**config.mk**
```make
export PLATFORM = sky130hd
export DESIGN_NAME = acps_server
export DESIGN_NICKNAME = d
export VERILOG_FILES = /design/src/hw/acps_pkg.sv /design/src/hw/acps_hex_tx.sv /design/src/hw/acps_server.sv
export SDC_FILE = /design/constraint.sdc
export NUM_CORES = 1
export LEC_CHECK = 0
export BUFFER_PORTS_ARGS = -buffer_cell sky130_fd_sc_hd__buf_4
export CAP_MARGIN = 15
export CORE_ASPECT_RATIO = 0.8
export CORE_MARGIN = 2
export CORE_UTILIZATION = 50
export DETAILED_ROUTE_END_ITERATION = 7
export HOLD_SLACK_MARGIN = 0.1
export MAX_ROUTING_LAYER = met4
export PLACE_DENSITY_LB_ADDON = 0.1
export SYNTH_ARGS = -nofsm -noshare
export SYNTH_HDL_FRONTEND = slang
export SYNTH_SLANG_ARGS = --single-unit
```
**constraint.sdc**
```tcl
create_clock -name mclk -period 3.8 [get_ports mclk]
set_clock_uncertainty 0.05 [all_clocks]
set_input_delay 0.57 -clock mclk [delete_from_list [all_inputs] [get_ports mclk]]
set_output_delay 0.57 -clock mclk [all_outputs]
set_load 0.01 [all_outputs]
```
**src/hw/acps_pkg.sv**
```systemverilog
// Shared constants and carrier types for the ASCII parameter command server
package acps_pkg;
	// ASCII characters used on the command line
	localparam logic [7:0] ASCII_CR = 8'h0D;
	localparam logic [7:0] ASCII_LF = 8'h0A;
	localparam logic [7:0] ASCII_ZERO = 8'h30;
	localparam logic [7:0] ASCII_NINE = 8'h39;
	localparam logic [7:0] ASCII_A_UP = 8'h41;
	localparam logic [7:0] ASCII_F_UP = 8'h46;
	localparam logic [7:0] ASCII_A_LO = 8'h61;
	localparam logic [7:0] ASCII_F_LO = 8'h66;
	localparam logic [3:0] HEX_LETTER_BIAS = 4'h9;
	localparam logic [3:0] HEX_DIGIT_LIMIT = 4'hA;

	// Command letters
	localparam logic [7:0] CMD_READ = 8'h52;
	localparam logic [7:0] CMD_WRITE = 8'h57;
	localparam logic [7:0] CMD_IDENT = 8'h49;
	localparam logic [7:0] CMD_ENDIAN = 8'h4D;

	// Endian mode answers
	localparam logic [7:0] ENDIAN_BIG = 8'h00;
	localparam logic [7:0] ENDIAN_LITTLE = 8'h01;

	// Default listening port, 6668 decimal
	localparam logic [15:0] TCP_PORT = 16'h1A0C;

	// Parameter field sizes and limits
	localparam logic [7:0] OBJ_MAX_LEN = 8'h04;
	localparam logic [4:0] HDR_NIBBLES = 5'h08;
	localparam logic [4:0] MAX_NIBBLES = 5'h10;
	localparam int IDENT_MAX = 15;
	localparam int PAY_BYTES = 16;
	localparam int REPLY_BYTES = 18;

	// Error codes sent in front of each reply
	localparam logic [15:0] ERR_NONE = 16'h0000;
	localparam logic [15:0] ERR_BAD_CMD = 16'h0001;
	localparam logic [15:0] ERR_BAD_HEX = 16'h0002;
	localparam logic [15:0] ERR_BAD_LEN = 16'h0003;

	// Object dictionary request
	typedef struct packed {
		logic write;
		logic [15:0] index;
		logic [7:0] subIndex;
		logic [7:0] length;
		logic [31:0] wdata;
	} acps_obj_req_t;

	// Object dictionary answer
	typedef struct packed {
		logic ack;
		logic [15:0] error;
		logic [31:0] rdata;
	} acps_obj_rsp_t;
endpackage

```
**src/hw/acps_hex_tx.sv**
```systemverilog
// Byte to two-character ASCII hex serializer, with line-feed insertion
`timescale 1ns/10ps
module acps_hex_tx (
	input logic mclk,
	input logic nrst,
	input logic inValid,
	input logic [7:0] inByte,
	input logic inLf,
	output logic inReady,
	output logic txValid,
	output logic [7:0] txData,
	input logic txReady
);
	import acps_pkg::*;

	logic busyReg;
	logic lowPendReg;
	logic [3:0] lowNibReg;
	logic [7:0] charReg;
	logic take;
	logic sent;

	// Nibble to upper-case ASCII hex character
	function automatic logic [7:0] toAscii(input logic [3:0] nib);
		logic [7:0] res;
		res = (nib < HEX_DIGIT_LIMIT) ? (ASCII_ZERO + {4'h0, nib})
			: (ASCII_A_UP + {4'h0, nib - HEX_DIGIT_LIMIT});
		return res;
	endfunction

	// Handshakes
	assign inReady = ~busyReg;
	assign take = inValid & inReady;
	assign sent = busyReg & txReady;
	assign txValid = busyReg;
	assign txData = charReg;

	// High nibble first, then low nibble, or a lone line feed
	always_ff @(posedge mclk or negedge nrst) begin
		if (!nrst) begin
			busyReg <= 1'b0;
			lowPendReg <= 1'b0;
			lowNibReg <= 4'h0;
			charReg <= 8'h00;
		end else if (take) begin
			busyReg <= 1'b1;
			charReg <= inLf ? ASCII_LF : toAscii(inByte[7:4]);
			lowPendReg <= ~inLf;
			lowNibReg <= inByte[3:0];
		end else if (sent) begin
			if (lowPendReg) begin
				charReg <= toAscii(lowNibReg);
				lowPendReg <= 1'b0;
			end else begin
				busyReg <= 1'b0;
			end
		end
	end
endmodule // acps_hex_tx

```
**src/hw/acps_server.sv**
```systemverilog
// ASCII hex command interpreter: parses command lines, answers in hex
`timescale 1ns/10ps
module acps_server #(
	parameter logic [3:0] IDENT_LEN = 4'h5, // Arbitrary identify text length
	parameter logic [119:0] IDENT_TEXT = 120'h4F_5652_4553 // Arbitrary text, first char low
) (
	input logic mclk,
	input logic nrst,
	input logic rxValid,
	input logic [7:0] rxData,
	output logic rxReady,
	output logic txValid,
	output logic [7:0] txData,
	input logic txReady,
	output logic objReqValid,
	output acps_pkg::acps_obj_req_t objReq,
	input acps_pkg::acps_obj_rsp_t objRsp,
	output logic [15:0] listenPort
);
	import acps_pkg::*;

	typedef enum logic [1:0] {
		S_COLLECT = 2'b00,
		S_ACCESS = 2'b01,
		S_REPLY = 2'b11,
		S_TERM = 2'b10
	} acps_state_t;

	acps_state_t state_reg, state_next;
	logic [7:0] cmd_reg;
	logic haveCmd_reg;
	logic [31:0] hdr_reg;
	logic [31:0] dat_reg;
	logic [4:0] cnt_reg;
	logic bad_reg;
	logic ovf_reg;
	logic reqValid_reg;
	acps_obj_req_t req_reg;
	logic [7:0] buf_reg [REPLY_BYTES];
	logic [7:0] bufNext [REPLY_BYTES];
	logic [7:0] pay [PAY_BYTES];
	logic [4:0] idx_reg;
	logic [4:0] total_reg;

	logic rxTake, isCr, isLf, isDigit, isUpper, isLower, isHexCh;
	logic [3:0] nibVal;
	logic lineEnd;
	logic cmdR, cmdW, cmdI, cmdM, cmdKnown;
	logic [7:0] hdrLen;
	logic lenOk;
	logic [4:0] wCnt;
	logic [15:0] decErr;
	logic needAccess;
	logic [31:0] datAligned;
	logic [31:0] wdataLe;
	logic loadDirect, loadAccess, load;
	logic identLd, modeLd, readLd;
	logic [15:0] loadErr;
	logic [4:0] payLen;
	logic hexValid, hexLf, hexReady;
	logic [7:0] hexByte;
	logic lastByte;

	// Receive character classes
	assign rxReady = (state_reg == S_COLLECT);
	assign rxTake = rxValid & rxReady;
	assign isCr = (rxData == ASCII_CR);
	assign isLf = (rxData == ASCII_LF);
	assign isDigit = (rxData >= ASCII_ZERO) && (rxData <= ASCII_NINE);
	assign isUpper = (rxData >= ASCII_A_UP) && (rxData <= ASCII_F_UP);
	assign isLower = (rxData >= ASCII_A_LO) && (rxData <= ASCII_F_LO);
	assign isHexCh = isDigit | isUpper | isLower;
	assign nibVal = isDigit ? rxData[3:0] : (rxData[3:0] + HEX_LETTER_BIAS);
	assign lineEnd = rxTake & isCr;

	// Parse letter and hex nibbles; LF after CR is simply dropped
	always_ff @(posedge mclk or negedge nrst) begin
		if (!nrst) begin
			cmd_reg <= 8'h00;
			haveCmd_reg <= 1'b0;
			hdr_reg <= 32'h0000_0000;
			dat_reg <= 32'h0000_0000;
			cnt_reg <= 5'h00;
			bad_reg <= 1'b0;
			ovf_reg <= 1'b0;
		end else if (lineEnd) begin
			haveCmd_reg <= 1'b0;
			cnt_reg <= 5'h00;
			bad_reg <= 1'b0;
			ovf_reg <= 1'b0;
		end else if (rxTake && !isLf) begin
			if (!haveCmd_reg) begin
				cmd_reg <= rxData;
				haveCmd_reg <= 1'b1;
			end else if (!isHexCh) begin
				bad_reg <= 1'b1;
			end else if (cnt_reg == MAX_NIBBLES) begin
				ovf_reg <= 1'b1;
			end else begin
				cnt_reg <= cnt_reg + 5'h01;
				// Header nibbles first, MSB first
				if (cnt_reg < HDR_NIBBLES) begin
					hdr_reg <= {hdr_reg[27:0], nibVal};
				end else begin
					dat_reg <= {dat_reg[27:0], nibVal};
				end
			end
		end
	end

	// Command decode and validity
	assign cmdR = (cmd_reg == CMD_READ);
	assign cmdW = (cmd_reg == CMD_WRITE);
	assign cmdI = (cmd_reg == CMD_IDENT);
	assign cmdM = (cmd_reg == CMD_ENDIAN);
	assign cmdKnown = cmdR | cmdW | cmdI | cmdM;
	assign hdrLen = hdr_reg[7:0];
	assign lenOk = (hdrLen != 8'h00) && (hdrLen <= OBJ_MAX_LEN);
	assign wCnt = HDR_NIBBLES + {hdrLen[3:0], 1'b0};
	// Error selection
	assign decErr = (!haveCmd_reg || !cmdKnown) ? ERR_BAD_CMD
		: (bad_reg || ovf_reg) ? ERR_BAD_HEX
		: (cmdR && cnt_reg != HDR_NIBBLES) ? ERR_BAD_HEX
		: (cmdR && !lenOk) ? ERR_BAD_LEN
		: (cmdW && cnt_reg < HDR_NIBBLES) ? ERR_BAD_HEX
		: (cmdW && (!lenOk || cnt_reg != wCnt)) ? ERR_BAD_LEN
		: ((cmdI || cmdM) && cnt_reg != 5'h00) ? ERR_BAD_HEX
		: ERR_NONE;
	assign needAccess = (decErr == ERR_NONE) && (cmdR || cmdW);

	// Write data arrives lowest byte first
	assign datAligned = dat_reg << {3'd4 - hdrLen[2:0], 3'b000};
	genvar j;
	generate
		for (j = 0; j < 4; j++) begin : g_wbyte
			assign wdataLe[8*j +: 8] = (hdrLen[2:0] > 3'(j)) ? datAligned[31-8*j -: 8] : 8'h00;
		end
	endgenerate

	// Object request held until acknowledged
	always_ff @(posedge mclk or negedge nrst) begin
		if (!nrst) begin
			reqValid_reg <= 1'b0;
			req_reg <= '0;
		end else if (lineEnd && needAccess) begin
			reqValid_reg <= 1'b1;
			req_reg <= '{write: cmdW, index: hdr_reg[31:16], subIndex: hdr_reg[15:8],
				length: hdrLen, wdata: wdataLe};
		end else if (objRsp.ack) begin
			reqValid_reg <= 1'b0;
		end
	end
	assign objReqValid = reqValid_reg;
	assign objReq = req_reg;

	// Reply contents at load time
	assign loadDirect = lineEnd & ~needAccess;
	assign loadAccess = (state_reg == S_ACCESS) & objRsp.ack;
	assign load = loadDirect | loadAccess;
	assign identLd = loadDirect && (decErr == ERR_NONE) && cmdI;
	assign modeLd = loadDirect && (decErr == ERR_NONE) && cmdM;
	// Data only on a clean read
	assign readLd = loadAccess && !req_reg.write && (objRsp.error == ERR_NONE);
	assign loadErr = loadAccess ? objRsp.error : decErr;
	assign payLen = identLd ? ({1'b0, IDENT_LEN} + 5'h01)
		: modeLd ? 5'h01
		: readLd ? req_reg.length[4:0]
		: 5'h00;

	// Payload and reply buffer, one entry per byte
	genvar k;
	generate
		for (k = 0; k < PAY_BYTES; k++) begin : g_pay
			if (k == 0) begin : g_first
				// Length byte, endian byte or lowest read data byte
				assign pay[k] = identLd ? {4'h0, IDENT_LEN}
					: modeLd ? ENDIAN_LITTLE
					: readLd ? objRsp.rdata[7:0] : 8'h00;
			end else if (k < 4) begin : g_data
				assign pay[k] = identLd ? IDENT_TEXT[8*(k-1) +: 8]
					: readLd ? objRsp.rdata[8*k +: 8] : 8'h00;
			end else begin : g_text
				assign pay[k] = identLd ? IDENT_TEXT[8*(k-1) +: 8] : 8'h00;
			end
		end
		for (k = 0; k < REPLY_BYTES; k++) begin : g_buf
			if (k == 0) begin : g_ehi
				assign bufNext[k] = loadErr[15:8];
			end else if (k == 1) begin : g_elo
				assign bufNext[k] = loadErr[7:0];
			end else begin : g_pl
				assign bufNext[k] = pay[k-2];
			end
			always_ff @(posedge mclk or negedge nrst) begin
				if (!nrst) begin
					buf_reg[k] <= 8'h00;
				end else if (load) begin
					buf_reg[k] <= bufNext[k];
				end
			end
		end
	endgenerate

	// Reply length and send position
	always_ff @(posedge mclk or negedge nrst) begin
		if (!nrst) begin
			total_reg <= 5'h00;
			idx_reg <= 5'h00;
		end else if (load) begin
			total_reg <= payLen + 5'h02;
			idx_reg <= 5'h00;
		end else if (state_reg == S_REPLY && hexReady) begin
			idx_reg <= idx_reg + 5'h01;
		end
	end

	// Feed serializer; line feed alone closes the reply
	assign lastByte = (idx_reg == total_reg - 5'h01);
	assign hexValid = (state_reg == S_REPLY) || (state_reg == S_TERM);
	assign hexLf = (state_reg == S_TERM);
	assign hexByte = buf_reg[idx_reg];

	// Sequencer
	always_comb begin
		state_next = state_reg;
		case (state_reg)
			S_COLLECT: begin
				if (lineEnd) begin
					state_next = needAccess ? S_ACCESS : S_REPLY;
				end
			end
			S_ACCESS: begin
				if (objRsp.ack) begin
					state_next = S_REPLY;
				end
			end
			S_REPLY: begin
				if (hexReady && lastByte) begin
					state_next = S_TERM;
				end
			end
			S_TERM: begin
				if (hexReady) begin
					state_next = S_COLLECT;
				end
			end
			default: begin
				state_next = S_COLLECT;
			end
		endcase
	end

	// State register
	always_ff @(posedge mclk or negedge nrst) begin
		if (!nrst) begin
			state_reg <= S_COLLECT;
		end else begin
			state_reg <= state_next;
		end
	end

	// Hex character serializer
	acps_hex_tx u_hex_tx (
		.mclk(mclk),
		.nrst(nrst),
		.inValid(hexValid),
		.inByte(hexByte),
		.inLf(hexLf),
		.inReady(hexReady),
		.txValid(txValid),
		.txData(txData),
		.txReady(txReady)
	);

	// Port number for the connection layer
	assign listenPort = TCP_PORT;
endmodule // acps_server

```
* Word level (Yosys, flattened, before mapping) *
Cells that the tools add are included.

word-level totals
  register bits after elaboration = 236
  bits of input ports = 61
  output and inout port bits = 92
  logic and storage cells = 216

operators by class
  add/subtract/negate cells = 13
  magnitude comparators = 15
  equality and inequality tests = 20
  shift operators = 1
  multiplexer cells = 67
  bitwise logic cells = 20
  reduce and logical (&&, ||, !) cells = 52

operators by type and width
  kind                   count
  $mux W8                21
  $mux W5                10
  $bmux W8 S5            1
  $eq A8 B7 Y1 const B   4
  $logic_not A16 Y1      2
  $shl A32 B6 Y32        1
  $mux W2                12
  $logic_and A1 B1 Y1    19
  $mux W1                18
  $add A7 B4 Y8 const A  2
  $eq A8 B4 Y1 const B   2
  $ge A8 B7 Y1 const B   2
  $le A8 B7 Y1 const B   2
  $mux W16               1
  $reduce_bool A2 Y1     8
  $add A6 B4 Y7 const A  2
  $mux W7                2
  $reduce_and A4 Y1      3
  $reduce_and A6 Y1      2
  $add A5 B1 Y5 const B  2
  $ge A8 B6 Y1 const B   1
  $le A8 B3 Y1 const B   1
  $le A8 B6 Y1 const B   1
  $lt A4 B4 Y1 const B   2
  other kinds (31)       67

* Longest topological paths before layout *
Gate-level depths: netlist of run 1.

  depth after elaboration = 20
  mapped depth = 13
  mapped depth without buffers = 10

* Hierarchy *
From an unflattened synthesis of run 1, not the netlist that was laid out.

second synthesis, totals
  cells, all modules = 894
  area total of the unflattened synthesis = 10567.6 µm²

modules (own cells, without submodules)
  module       times used  cells each  area an instance (µm²)  sequential area each (µm²)
  acps_server  1           802         9755.6                  5180.0
  acps_hex_tx  1           92          812.0                   325.3

* Least setup slack after synthesis of run 1 *
No wires, ideal clock.

  path kind = reg-to-reg
  start point = register hdr_reg[0]
  end point = register total_reg[2]
  setup time = 125 ps
  arrival time = 3134 ps
  data required time = 3625 ps
  path slack = 492 ps
  cell stages (with the launch flop) = 13
  path buffers = 3
  period minus slack after synthesis = 3308 ps
  cells stage by stage = dfrtp_1 > clkbuf_1 > buf_1 > inv_1 > ha_1 > nand2b_1 > a211oi_1 > o211a_1 > nor4b_4 > buf_2 > a21o_1 > ha_1 > mux2_2

between the ends
  longest elaborated chain between the ends = 20
  elaborated cells on any way between the ends = 26
  those cells by class = add/sub: 2; order compare: 1; eq/ne: 1; mux: 8; bitwise: 3; reduce/logical: 11

ends and longest elaborated chain
  element                                                RTL line                                                    RTL
  from (decl)                                            acps_server.sv:32                                           logic [31:0] hdr_reg;
  from (signal assigned)                                 acps_server.sv:103                                          hdr_reg <= {hdr_reg[27:0], nibVal};
  branches (longest 7 deep; another with $add A4 B5 Y5)  --
  $mux W2 (*)                                            acps_server.sv:124                                          : (cmdR && !lenOk) ? ERR_BAD_LEN
  $mux W2 (*)                                            acps_server.sv:123                                          : (cmdR && cnt_reg != HDR_NIBBLES) ? ERR_BAD_HEX
  $mux W2 (*)                                            acps_server.sv:122                                          : (bad_reg || ovf_reg) ? ERR_BAD_HEX
  $mux W2 (*)                                            acps_server.sv:121                                          assign decErr = (!haveCmd_reg || !cmdKnown) ? ERR_BAD_CMD
  $logic_not A16 Y1 (*)                                  acps_server.sv:129, acps_server.sv:160, acps_server.sv:161
  $logic_and A1 B1 Y1                                    acps_server.sv:129                                          assign needAccess = (decErr == ERR_NONE) && (cmdR || cmdW);
  $not A1 Y1                                             acps_server.sv:157                                          assign loadDirect = lineEnd & ~needAccess;
  $and A1 B1 Y1                                          acps_server.sv:157
  $logic_and A1 B1 Y1                                    acps_server.sv:160, acps_server.sv:161
  $logic_and A1 B1 Y1                                    acps_server.sv:161                                          assign modeLd = loadDirect && (decErr == ERR_NONE) && cmdM;
  $mux W5                                                acps_server.sv:166                                          : modeLd ? 5'h01
  $mux W5                                                acps_server.sv:165                                          assign payLen = identLd ? ({1'b0, IDENT_LEN} + 5'h01)
  $add A5 B2 Y5                                          acps_server.sv:210                                          total_reg <= payLen + 5'h02;
  to (signal assigned)                                   acps_server.sv:210
  to (decl)                                              acps_server.sv:43                                           logic [4:0] total_reg;

Mark *: on every way between the ends.
A chain may end at the register's enable or synchronous reset.

* Final worst setup path of run 1 *
  start point = register cmd_reg[7]
  end point = register buf_reg[142] in the netlist's numbering

between the ends
  longest elaborated chain between the ends = 15
  elaborated cells on any way between the ends = 28
  those cells by class = eq/ne: 4; mux: 7; bitwise: 6; reduce/logical: 11

ends and longest elaborated chain
  element                          RTL line                                RTL
  from (decl)                      acps_server.sv:30                       logic [7:0] cmd_reg;
  from (signal assigned)           acps_server.sv:93                       cmd_reg <= rxData;
  $eq A8 B7 Y1 (on tied branches)  acps_server.sv:114, acps_server.sv:115
  $logic_or A1 B1 Y1               acps_server.sv:127                      : ((cmdI || cmdM) && cnt_reg != 5'h00) ? ERR_BAD_HEX
  $logic_and A1 B1 Y1              acps_server.sv:127
  $mux W2                          acps_server.sv:127
  $mux W2                          acps_server.sv:126                      : (cmdW && (!lenOk || cnt_reg != wCnt)) ? ERR_BAD_LEN
  $mux W2                          acps_server.sv:125                      : (cmdW && cnt_reg < HDR_NIBBLES) ? ERR_BAD_HEX
  $mux W2                          acps_server.sv:124
  $mux W2                          acps_server.sv:123
  $mux W2                          acps_server.sv:122
  $mux W2                          acps_server.sv:121
  $logic_not A16 Y1                acps_server.sv:129
  $logic_and A1 B1 Y1 (*)          acps_server.sv:129
  $not A1 Y1 (*)                   acps_server.sv:157
  $and A1 B1 Y1 (*)                acps_server.sv:157
  $or A1 B1 Y1 (*)                 acps_server.sv:159                      assign load = loadDirect | loadAccess;
  to (signal, indexed assignment)  acps_server.sv:198                      buf_reg[k] <= bufNext[k];
  to (decl)                        acps_server.sv:39                       logic [7:0] buf_reg [REPLY_BYTES];

Mark *: on every way between the ends. The rest lies on a longest branch, timed or not.

==> results by group, run 1 <==
Routing
  • DRC viols: 0
  • DRT iter0 DRCs: 575
  • Wirelength per Cell: 18.35 um
  • DRT antenna net count: 0
  • DRT Pass-1 Iters: 5
  • Vias per cell: 5.583
  • DRT Wirelength: 24480 um
  • Via count: 7448

Clock tree
  • Clock-pin slew on the worst setup and hold paths: 0.06 ns
  • Worst-skew pair later-pin latency: 0.50 ns
  • CTS Buf Count: 23
  • CTS tree: done
  • Hold buffers post-CTS: 0
  • Sink Count: 220
  • Post-CTS Setup Inserts: 0
  • Htree depth: 1
  • Post-CTS sizing: 0
  • Max Root-Sink Buffers: 3
  • Root Buffer: clkbuf_16

STA
  • Final setup fails: 0
  • Worst slew pin tran: 1.184 ns
  • Final Hold Viols: 0
  • Setup TNS Final: 0 ns
  • Max-slew headroom: 20.26%
  • Max-slew violations: 0
  • Min Tclk post-route: 3.029 ns
  • Unrepaired setup endpoints after global routing: no
  • Crit share post-route: 79.71%
  • Max Fclk: 330.2 MHz

Synth
  • Mapped Cells: 932
  • Cell variety after synth: 73
  • Primary FF master, synth: dfrtp_1
  • EDFF count, synth: 0
  • Ys Warns: 0
  • Async SR Flop Fraction: 100.0%
  • Register area share after synthesis: 52.11%
  • #FFs+latches synth: 220
  • Cell area after synthesis: 10570 sq um
  • Synth Area per Inst: 11.34 sq um

Global routing
  • GRT Total Usage: 23.01%
  • Gr ovfl total: 0
  • Initial antenna violation count: 0
  • Largest net degree at the start of global routing: 111
  • Vias in the first global route: 7342
  • First-pass GRT wire length: 40500 um

Pwr
  • VDD IR max: 0.3171 mV
  • Power Density: 527.2 nW/um^2
  • P_leak: 6.139 nW

Layout
  • Nets: 1132
  • Diode count: 0
  • Layout cells sized above 1: 27.79%
  • Max reg flops: 65
  • Final non-filler cell total: 1334
  • P&R area growth vs syn: 18.82%

Floorplanning
  • Die area: 22320 sq um
  • Die height: 134.0 um
  • IO Pins: 153
  • Starting Density: 51.04%
  • Num rows: 47
  • Die Width: 166.5 um
  • Core area: 20700 sq um

Place
  • Hpwl dp: 17450 um
  • Placed cells: 1296
  • Port bufs: 135
  • Routability congestion estimate: 0.8587

Critical path
  • Cell count of the worst reg-to-reg path: 6
  • WP data arrival: 3.32 ns
  • Crit-path cells: nor3b_1 > nand4_1 > nor2b_1 > o21ai_1 > and2_1 > o21ai_0
  • Reg-to-reg critical path startpoint: cmd_reg[7]
  • Setup crit end kind: register
  • Worst reg2reg path endpoint: buf_reg[142]
  • Family with the most delay on the worst path: simple AND/OR/NAND/NOR gates
  • Crit-path slowest cell: and2_1
  • CP startpoint kind: register
  • Bufs and invs on worst path: 0
  • Flop2flop setup slack: 0.77 ns
  • Max Fanout on Critical Path: 22
  • Slowest cell delay on critical path: 0.70 ns
  • CP required: 4.09 ns
  • Critical Setup Path Class: register to register

Run
  • Total of max-cap violations: 0

Run status
  • Outcome: complete, no violations

Hold path
  • Hold Crit Class: primary input to async pin
[routing by layer]
metal	routed length [um]	vias up	track usage, %
met5	0	-	-
met4	408	0	4.167
met3	1332	32	5.193
met1	12470	3731	35.80
li1	-	3564	-
met2	10270	121	30.95
[stage by stage]
step | hold slack [ns] | util [%] | worst slack [ns] | total power, mW | area [sq um]
after floorplan | 0.2244 | - | 0.4916 | 3.852 | 10620
after global placement | 0.4114 | 56.98 | 0.7512 | 4.350 | 11800
after detailed placement | 0.4188 | 56.98 | 0.6805 | 4.373 | 11800
after CTS | 0.1104 | 60.64 | 0.8175 | 6.669 | 12550
after global routing | 0.1399 | 60.64 | 0.4188 | 6.976 | 12550
final | 0.04242 | 60.64 | 0.7712 | 6.618 | 12550
[how the worst max path moves through the flow]
| stage | startpoint | endpoint | slack, ns | cells past startpoint |
|---|---|---|---|---|
| 5_1_grt | cmd_reg[7] | buf_reg[138] | 0.42 | 6 |
| 2_1_floorplan | hdr_reg[0] | total_reg[2] | 0.49 | 12 |
| 4_1_cts | cmd_reg[7] | buf_reg[138] | 0.82 | 6 |
| 3_5_place_dp | rxData[4] | total_reg[2] | 0.68 | 8 |
| 6_report | cmd_reg[7] | buf_reg[142] | 0.77 | 6 |
| 3_3_place_gp | rxData[4] | total_reg[2] | 0.75 | 8 |
[cell type report]
type                            count  area (sq um)
Timing Repair Buffer              156          1216
Tap cell                          269         336.6
Clock inverter                      9         120.1
Fill cell                        1743          8147
Inverter                           17         63.81
Multi-Input combinational cell    634          4673
Sequential cell                   220          5505
Clock buffer                       29         638.1
[worst reg2reg max path: stages (launching register included)]
cell	delay (ns)
dfrtp_1	0.38
nor3b_1	0.66
nand4_1	0.31
nor2b_1	0.26
o21ai_1	0.28
and2_1	0.70
o21ai_0	0.23
[cells in the mapped netlist, types with 3 or more instances]
cell type | count | area, sq um
nor3b_1 | 5 | 37.54
mux4_2 | 8 | 180.2
and3_1 | 4 | 25.02
a22o_1 | 21 | 183.9
o211a_1 | 3 | 30.03
nor4_1 | 5 | 31.28
a21oi_1 | 22 | 110.1
o211ai_1 | 6 | 45.04
mux2i_1 | 28 | 280.3
nand3_1 | 9 | 45.04
buf_1 | 5 | 18.77
o21ai_0 | 56 | 280.3
nand3b_1 | 3 | 22.52
a221o_1 | 12 | 120.1
nand4_1 | 7 | 43.79
inv_1 | 17 | 63.81
o31ai_1 | 17 | 127.6
o22ai_1 | 3 | 18.77
nand2_1 | 107 | 401.6
mux2_2 | 75 | 844.6
xor2_1 | 12 | 105.1
nor3_1 | 11 | 55.05
nor2_1 | 41 | 153.9
clkbuf_1 | 27 | 101.4
buf_4 | 18 | 135.1
nor4bb_1 | 3 | 30.03
mux2_4 | 9 | 135.1
a2111oi_0 | 7 | 61.31
dfrtp_1 | 220 | 5505
a211oi_1 | 15 | 112.6
ha_1 | 19 | 237.7
nor2b_1 | 19 | 118.9
xnor2_1 | 15 | 131.4
a211o_1 | 3 | 26.28
a21o_1 | 12 | 90.09
o21a_1 | 3 | 22.52
a31oi_1 | 7 | 43.79
buf_2 | 24 | 120.1
nand2b_1 | 7 | 43.79
and2_1 | 7 | 43.79
[placed cells by master, fill, tap and decap left out, types with 8 or more instances in the layout]
cell / synthesis / final
mux2_4: 9 / 9
xor2_1: 12 / 12
a21o_1: 12 / 12
inv_1: 17 / 17
o31ai_1: 17 / 17
mux2i_1: 28 / 28
mux2_2: 75 / 75
conb_1: 2 / 17
nor3_1: 11 / 11
a221o_1: 12 / 12
nor2b_1: 19 / 19
xnor2_1: 15 / 15
a22o_1: 21 / 21
mux4_2: 8 / 8
nor2_1: 41 / 41
clkbuf_16: 0 / 23
dfrtp_1: 220 / 220
buf_4: 18 / 152
a211oi_1: 15 / 15
nand3_1: 9 / 9
ha_1: 19 / 19
o21ai_0: 56 / 56
a21oi_1: 22 / 21
nand2_1: 107 / 107
[cell families (layout without fill, tap and decap cells)]
kind of cell    count (synthesis)  count (layout)  share of synthesized area, %
other cells                     2              17                       0.07108
simple gates                  247             247                         11.78
fa+ha+maj                      19              19                         2.250
mux                           120             120                         13.63
buf+inv                        93             211                         4.370
flops                         220             220                         52.11
compound gates                204             204                         13.55
xor+xnor                       27              27                         2.238
[where the power goes]
group          internal, mW  total (mW)  leakage [nW]  switching, mW
clock network          1.38        2.28         0.380          0.896
logic                 0.617        1.50          2.77          0.887
registers              2.56        2.84          2.99          0.276
No activity file was read; power rests on OpenSTA's default activity.
==> run 2: changes to the inputs <==
clock period = 2.7 ns   (was 3.8 ns; I/O delays follow)
==> run 2 against run 1 <==
Via count increased by 6.0%. Count of clock-buffer cells in the layout increased by 12. Flip-flop and latch count unchanged. Fmax increased by 16%. Cell area increased by 6.9%. Clock power increased by 43%. Sequential share of layout area decreased by 2.8 points. Largest cell class unchanged.
==> results by group, run 2 (synthesis gave the netlist of run 1 again) <==
Run status
  • Outcome: complete, no violations

Critical path
  • CP startpoint kind: register
  • Max Fanout on Critical Path: 19 (-14%)
  • CP required: 3.09 ns (-1.00 ns)
  • WP data arrival: 2.99 ns (-0.33 ns)
  • Critical Setup Path Class: register to register
  • Setup crit end kind: register

Floorplanning
  • IO Pins: 153 (unchanged)
  • Die height: 134.0 um (unchanged)
  • Num rows: 47 (unchanged)
  • Die area: 22320 sq um (unchanged)
  • Core area: 20700 sq um (unchanged)
  • Starting Density: 51.04% (unchanged)
  • Die Width: 166.5 um (unchanged)

Pwr
  • Psw: 3.015 mW (+46%)
  • Combinational power share: 26.4% (+3.7 points)
  • Flop pwr share: 40.1% (-2.8 points)
  • Clock share of power: 33.5% (-0.9 points)
  • VDD IR max: 0.5305 mV (+67%)
  • Final Power: 9.714 mW (+47%)
  • P_leak: 6.542 nW (+6.6%)
  • Pint: 6.700 mW (+47%)
  • Switching share of power: 31.03% (-0.077 points)
  • Power Density: 724.0 nW/um^2 (+37%)

STA
  • Unrepaired setup endpoints after global routing: no
  • Setup TNS Final: 0 ns (unchanged)
  • Crit share post-route: 96.31% (+17 points)
  • Final setup fails: 0 (unchanged)
  • Min Tclk post-route: 2.600 ns (-0.4286 ns)
  • Final Hold Viols: 0 (unchanged)
  • Max-slew violations: 0 (unchanged)
  • Min setup slack post-route: 0.09975 ns (-0.6714 ns)
  • Worst slew pin tran: 0.6649 ns (-0.5188 ns)
  • Max Fclk: 384.6 MHz (+16%)
  • Max-slew headroom: 55.34% (+35 points)

Global routing
  • GRT Total Usage: 23.91% (+0.90 points)
  • Gr ovfl total: 0 (unchanged)
  • First-pass GRT wire length: 42090 um (+3.9%)
  • Vias in the first global route: 7690 (+4.7%)
  • Largest net degree at the start of global routing: 70 (-37%)
  • Initial antenna violation count: 0 (unchanged)

Place
  • Hpwl dp: 18000 um (+3.1%)
  • Routability congestion estimate: 0.8453 (-1.6%)
  • Port bufs: 135 (unchanged)
  • Placement Cell Area: 12120 sq um (+2.7%)
  • Post-Place Setup Slack: -0.09923 ns (-0.7797 ns)

Routing
  • DRT Pass-1 Iters: 5 (unchanged)
  • DRT iter0 DRCs: 500 (-13%)
  • Via count: 7892 (+6.0%)
  • Wirelength per Cell: 18.13 um (-1.2%)
  • DRC viols: 0 (unchanged)
  • Vias per cell: 5.546 (-0.67%)
  • DRT antenna net count: 0 (unchanged)
  • DRT Wirelength: 25800 um (+5.4%)

Layout
  • Commonest cells after routing, fill and taps aside: 220 x dfrtp_1, 181 x buf_4, 107 x nand2_1
  • Max reg flops: 65 (unchanged)
  • Diode count: 0 (unchanged)
  • Most common cell after layout, fill and taps aside: dfrtp_1
  • Layout cells sized above 1: 29.12% (+1.3 points)
  • Finished Cell Area: 13420 sq um (+6.9%)
  • Util after Layout: 64.82% (+4.2 points)
  • P&R area growth vs syn: 27.00%
  • Nets: 1216 (+7.4%)

Clock tree
  • Root Buffer: clkbuf_16
  • Sink Count: 220 (unchanged)
  • Htree depth: 1 (unchanged)
  • CTS tree: done
  • Max Root-Sink Buffers: 3 (unchanged)
  • CTS Buf Count: 24 (+4.3%)
  • Worst-skew pair later-pin latency: 0.51 ns (about the same)
  • Clock-pin slew on the worst setup and hold paths: 0.06 ns (about the same)

Hold path
  • Hold Crit Class: primary input to register

Run
  • Total of max-cap violations: 0 (unchanged)
[run 2: cell count changes in the layout (fill, tap and decap cells not counted), moves of 4 or more]
cell and delta:
dlygate4sd3_1 +48, clkinv_2 -4, clkbuf_1 +8, buf_12 +4
buf_4 +29
[run 2: per-layer routing]
layer  up-vias  share of wire [%]  GRT usage [%]
met5         -                  0              -
met4         0                2.3          5.651
met3        52                5.2          4.426
met2       202                 43          33.56
met1      3898                 50          36.10
li1       3740                  -              -
[run 2: timing repair]
| action | in CTS | in global routing |
|---|---|---|
| endpoints found under the setup margin | 0 | 52 |
| setup buffers | 0 | 3 |
| hold endpoints to repair | 113 | 0 |
| hold buffers | 48 | 0 |
| gates resized for setup | 0 | 2 |
[run 2: power by group through the flow]
stage | sequential [mW] | combinational [mW] | clock, mW
global placement | 3.94 | 2.43 | 0
detailed placement | 3.95 | 2.45 | 0
CTS | 3.89 | 2.52 | 3.31
floorplan | 3.88 | 1.62 | 0
finish | 3.90 | 2.56 | 3.25
global route | 3.95 | 2.81 | 3.45
[run 2: final cells by class]
class | count | area, sq um
fillers | 1668 | 7282
flip-flops and latches | 220 | 5505
multi-input cells | 634 | 4713
repair buffers | 239 | 2011
clock buffers | 41 | 745.7
well taps | 269 | 336.6
inverters | 17 | 66.31
clock inverters | 3 | 40.04
[run 2: worst paths after layout]
path | from | to | slack (ns) | cells past startpoint
worst max-delay path | hdr_reg[5] | buf_reg[97] | 0.1 | 7
worst min-delay path | objRsp[41] | buf_reg[137] | 0.13 | 3
worst max register to register | hdr_reg[5] | buf_reg[97] | 0.1 | 7
worst min register to register | hdr_reg[3] | hdr_reg[3] | 0.43 | 2
max in group asynchronous | nrst | buf_reg[133] | 1.51 | 3
min in group asynchronous | nrst | objReq[58] | 0.39 | 2
[run 2: per-stage QoR]
| step | instances | hold WS [ns] |
|---|---|---|
| 2_1_floorplan | 947 | 0.05941 |
| 3_3_place_gp | 1327 | 0.3589 |
| 3_5_place_dp | 1327 | 0.3551 |
| 4_1_cts | 1419 | 0.1156 |
| 5_1_grt | 1423 | 0.1316 |
| 6_report | 1423 | 0.1272 |
[run 2: worst max-delay path: stages, from the launching register on]
cell	delay, ns
dfrtp_1	0.40
or4_4	0.59
a211oi_1	0.27
and4b_1	0.32
o21ai_1	0.12
a21oi_2	0.32
buf_6	0.24
a221o_1	0.20
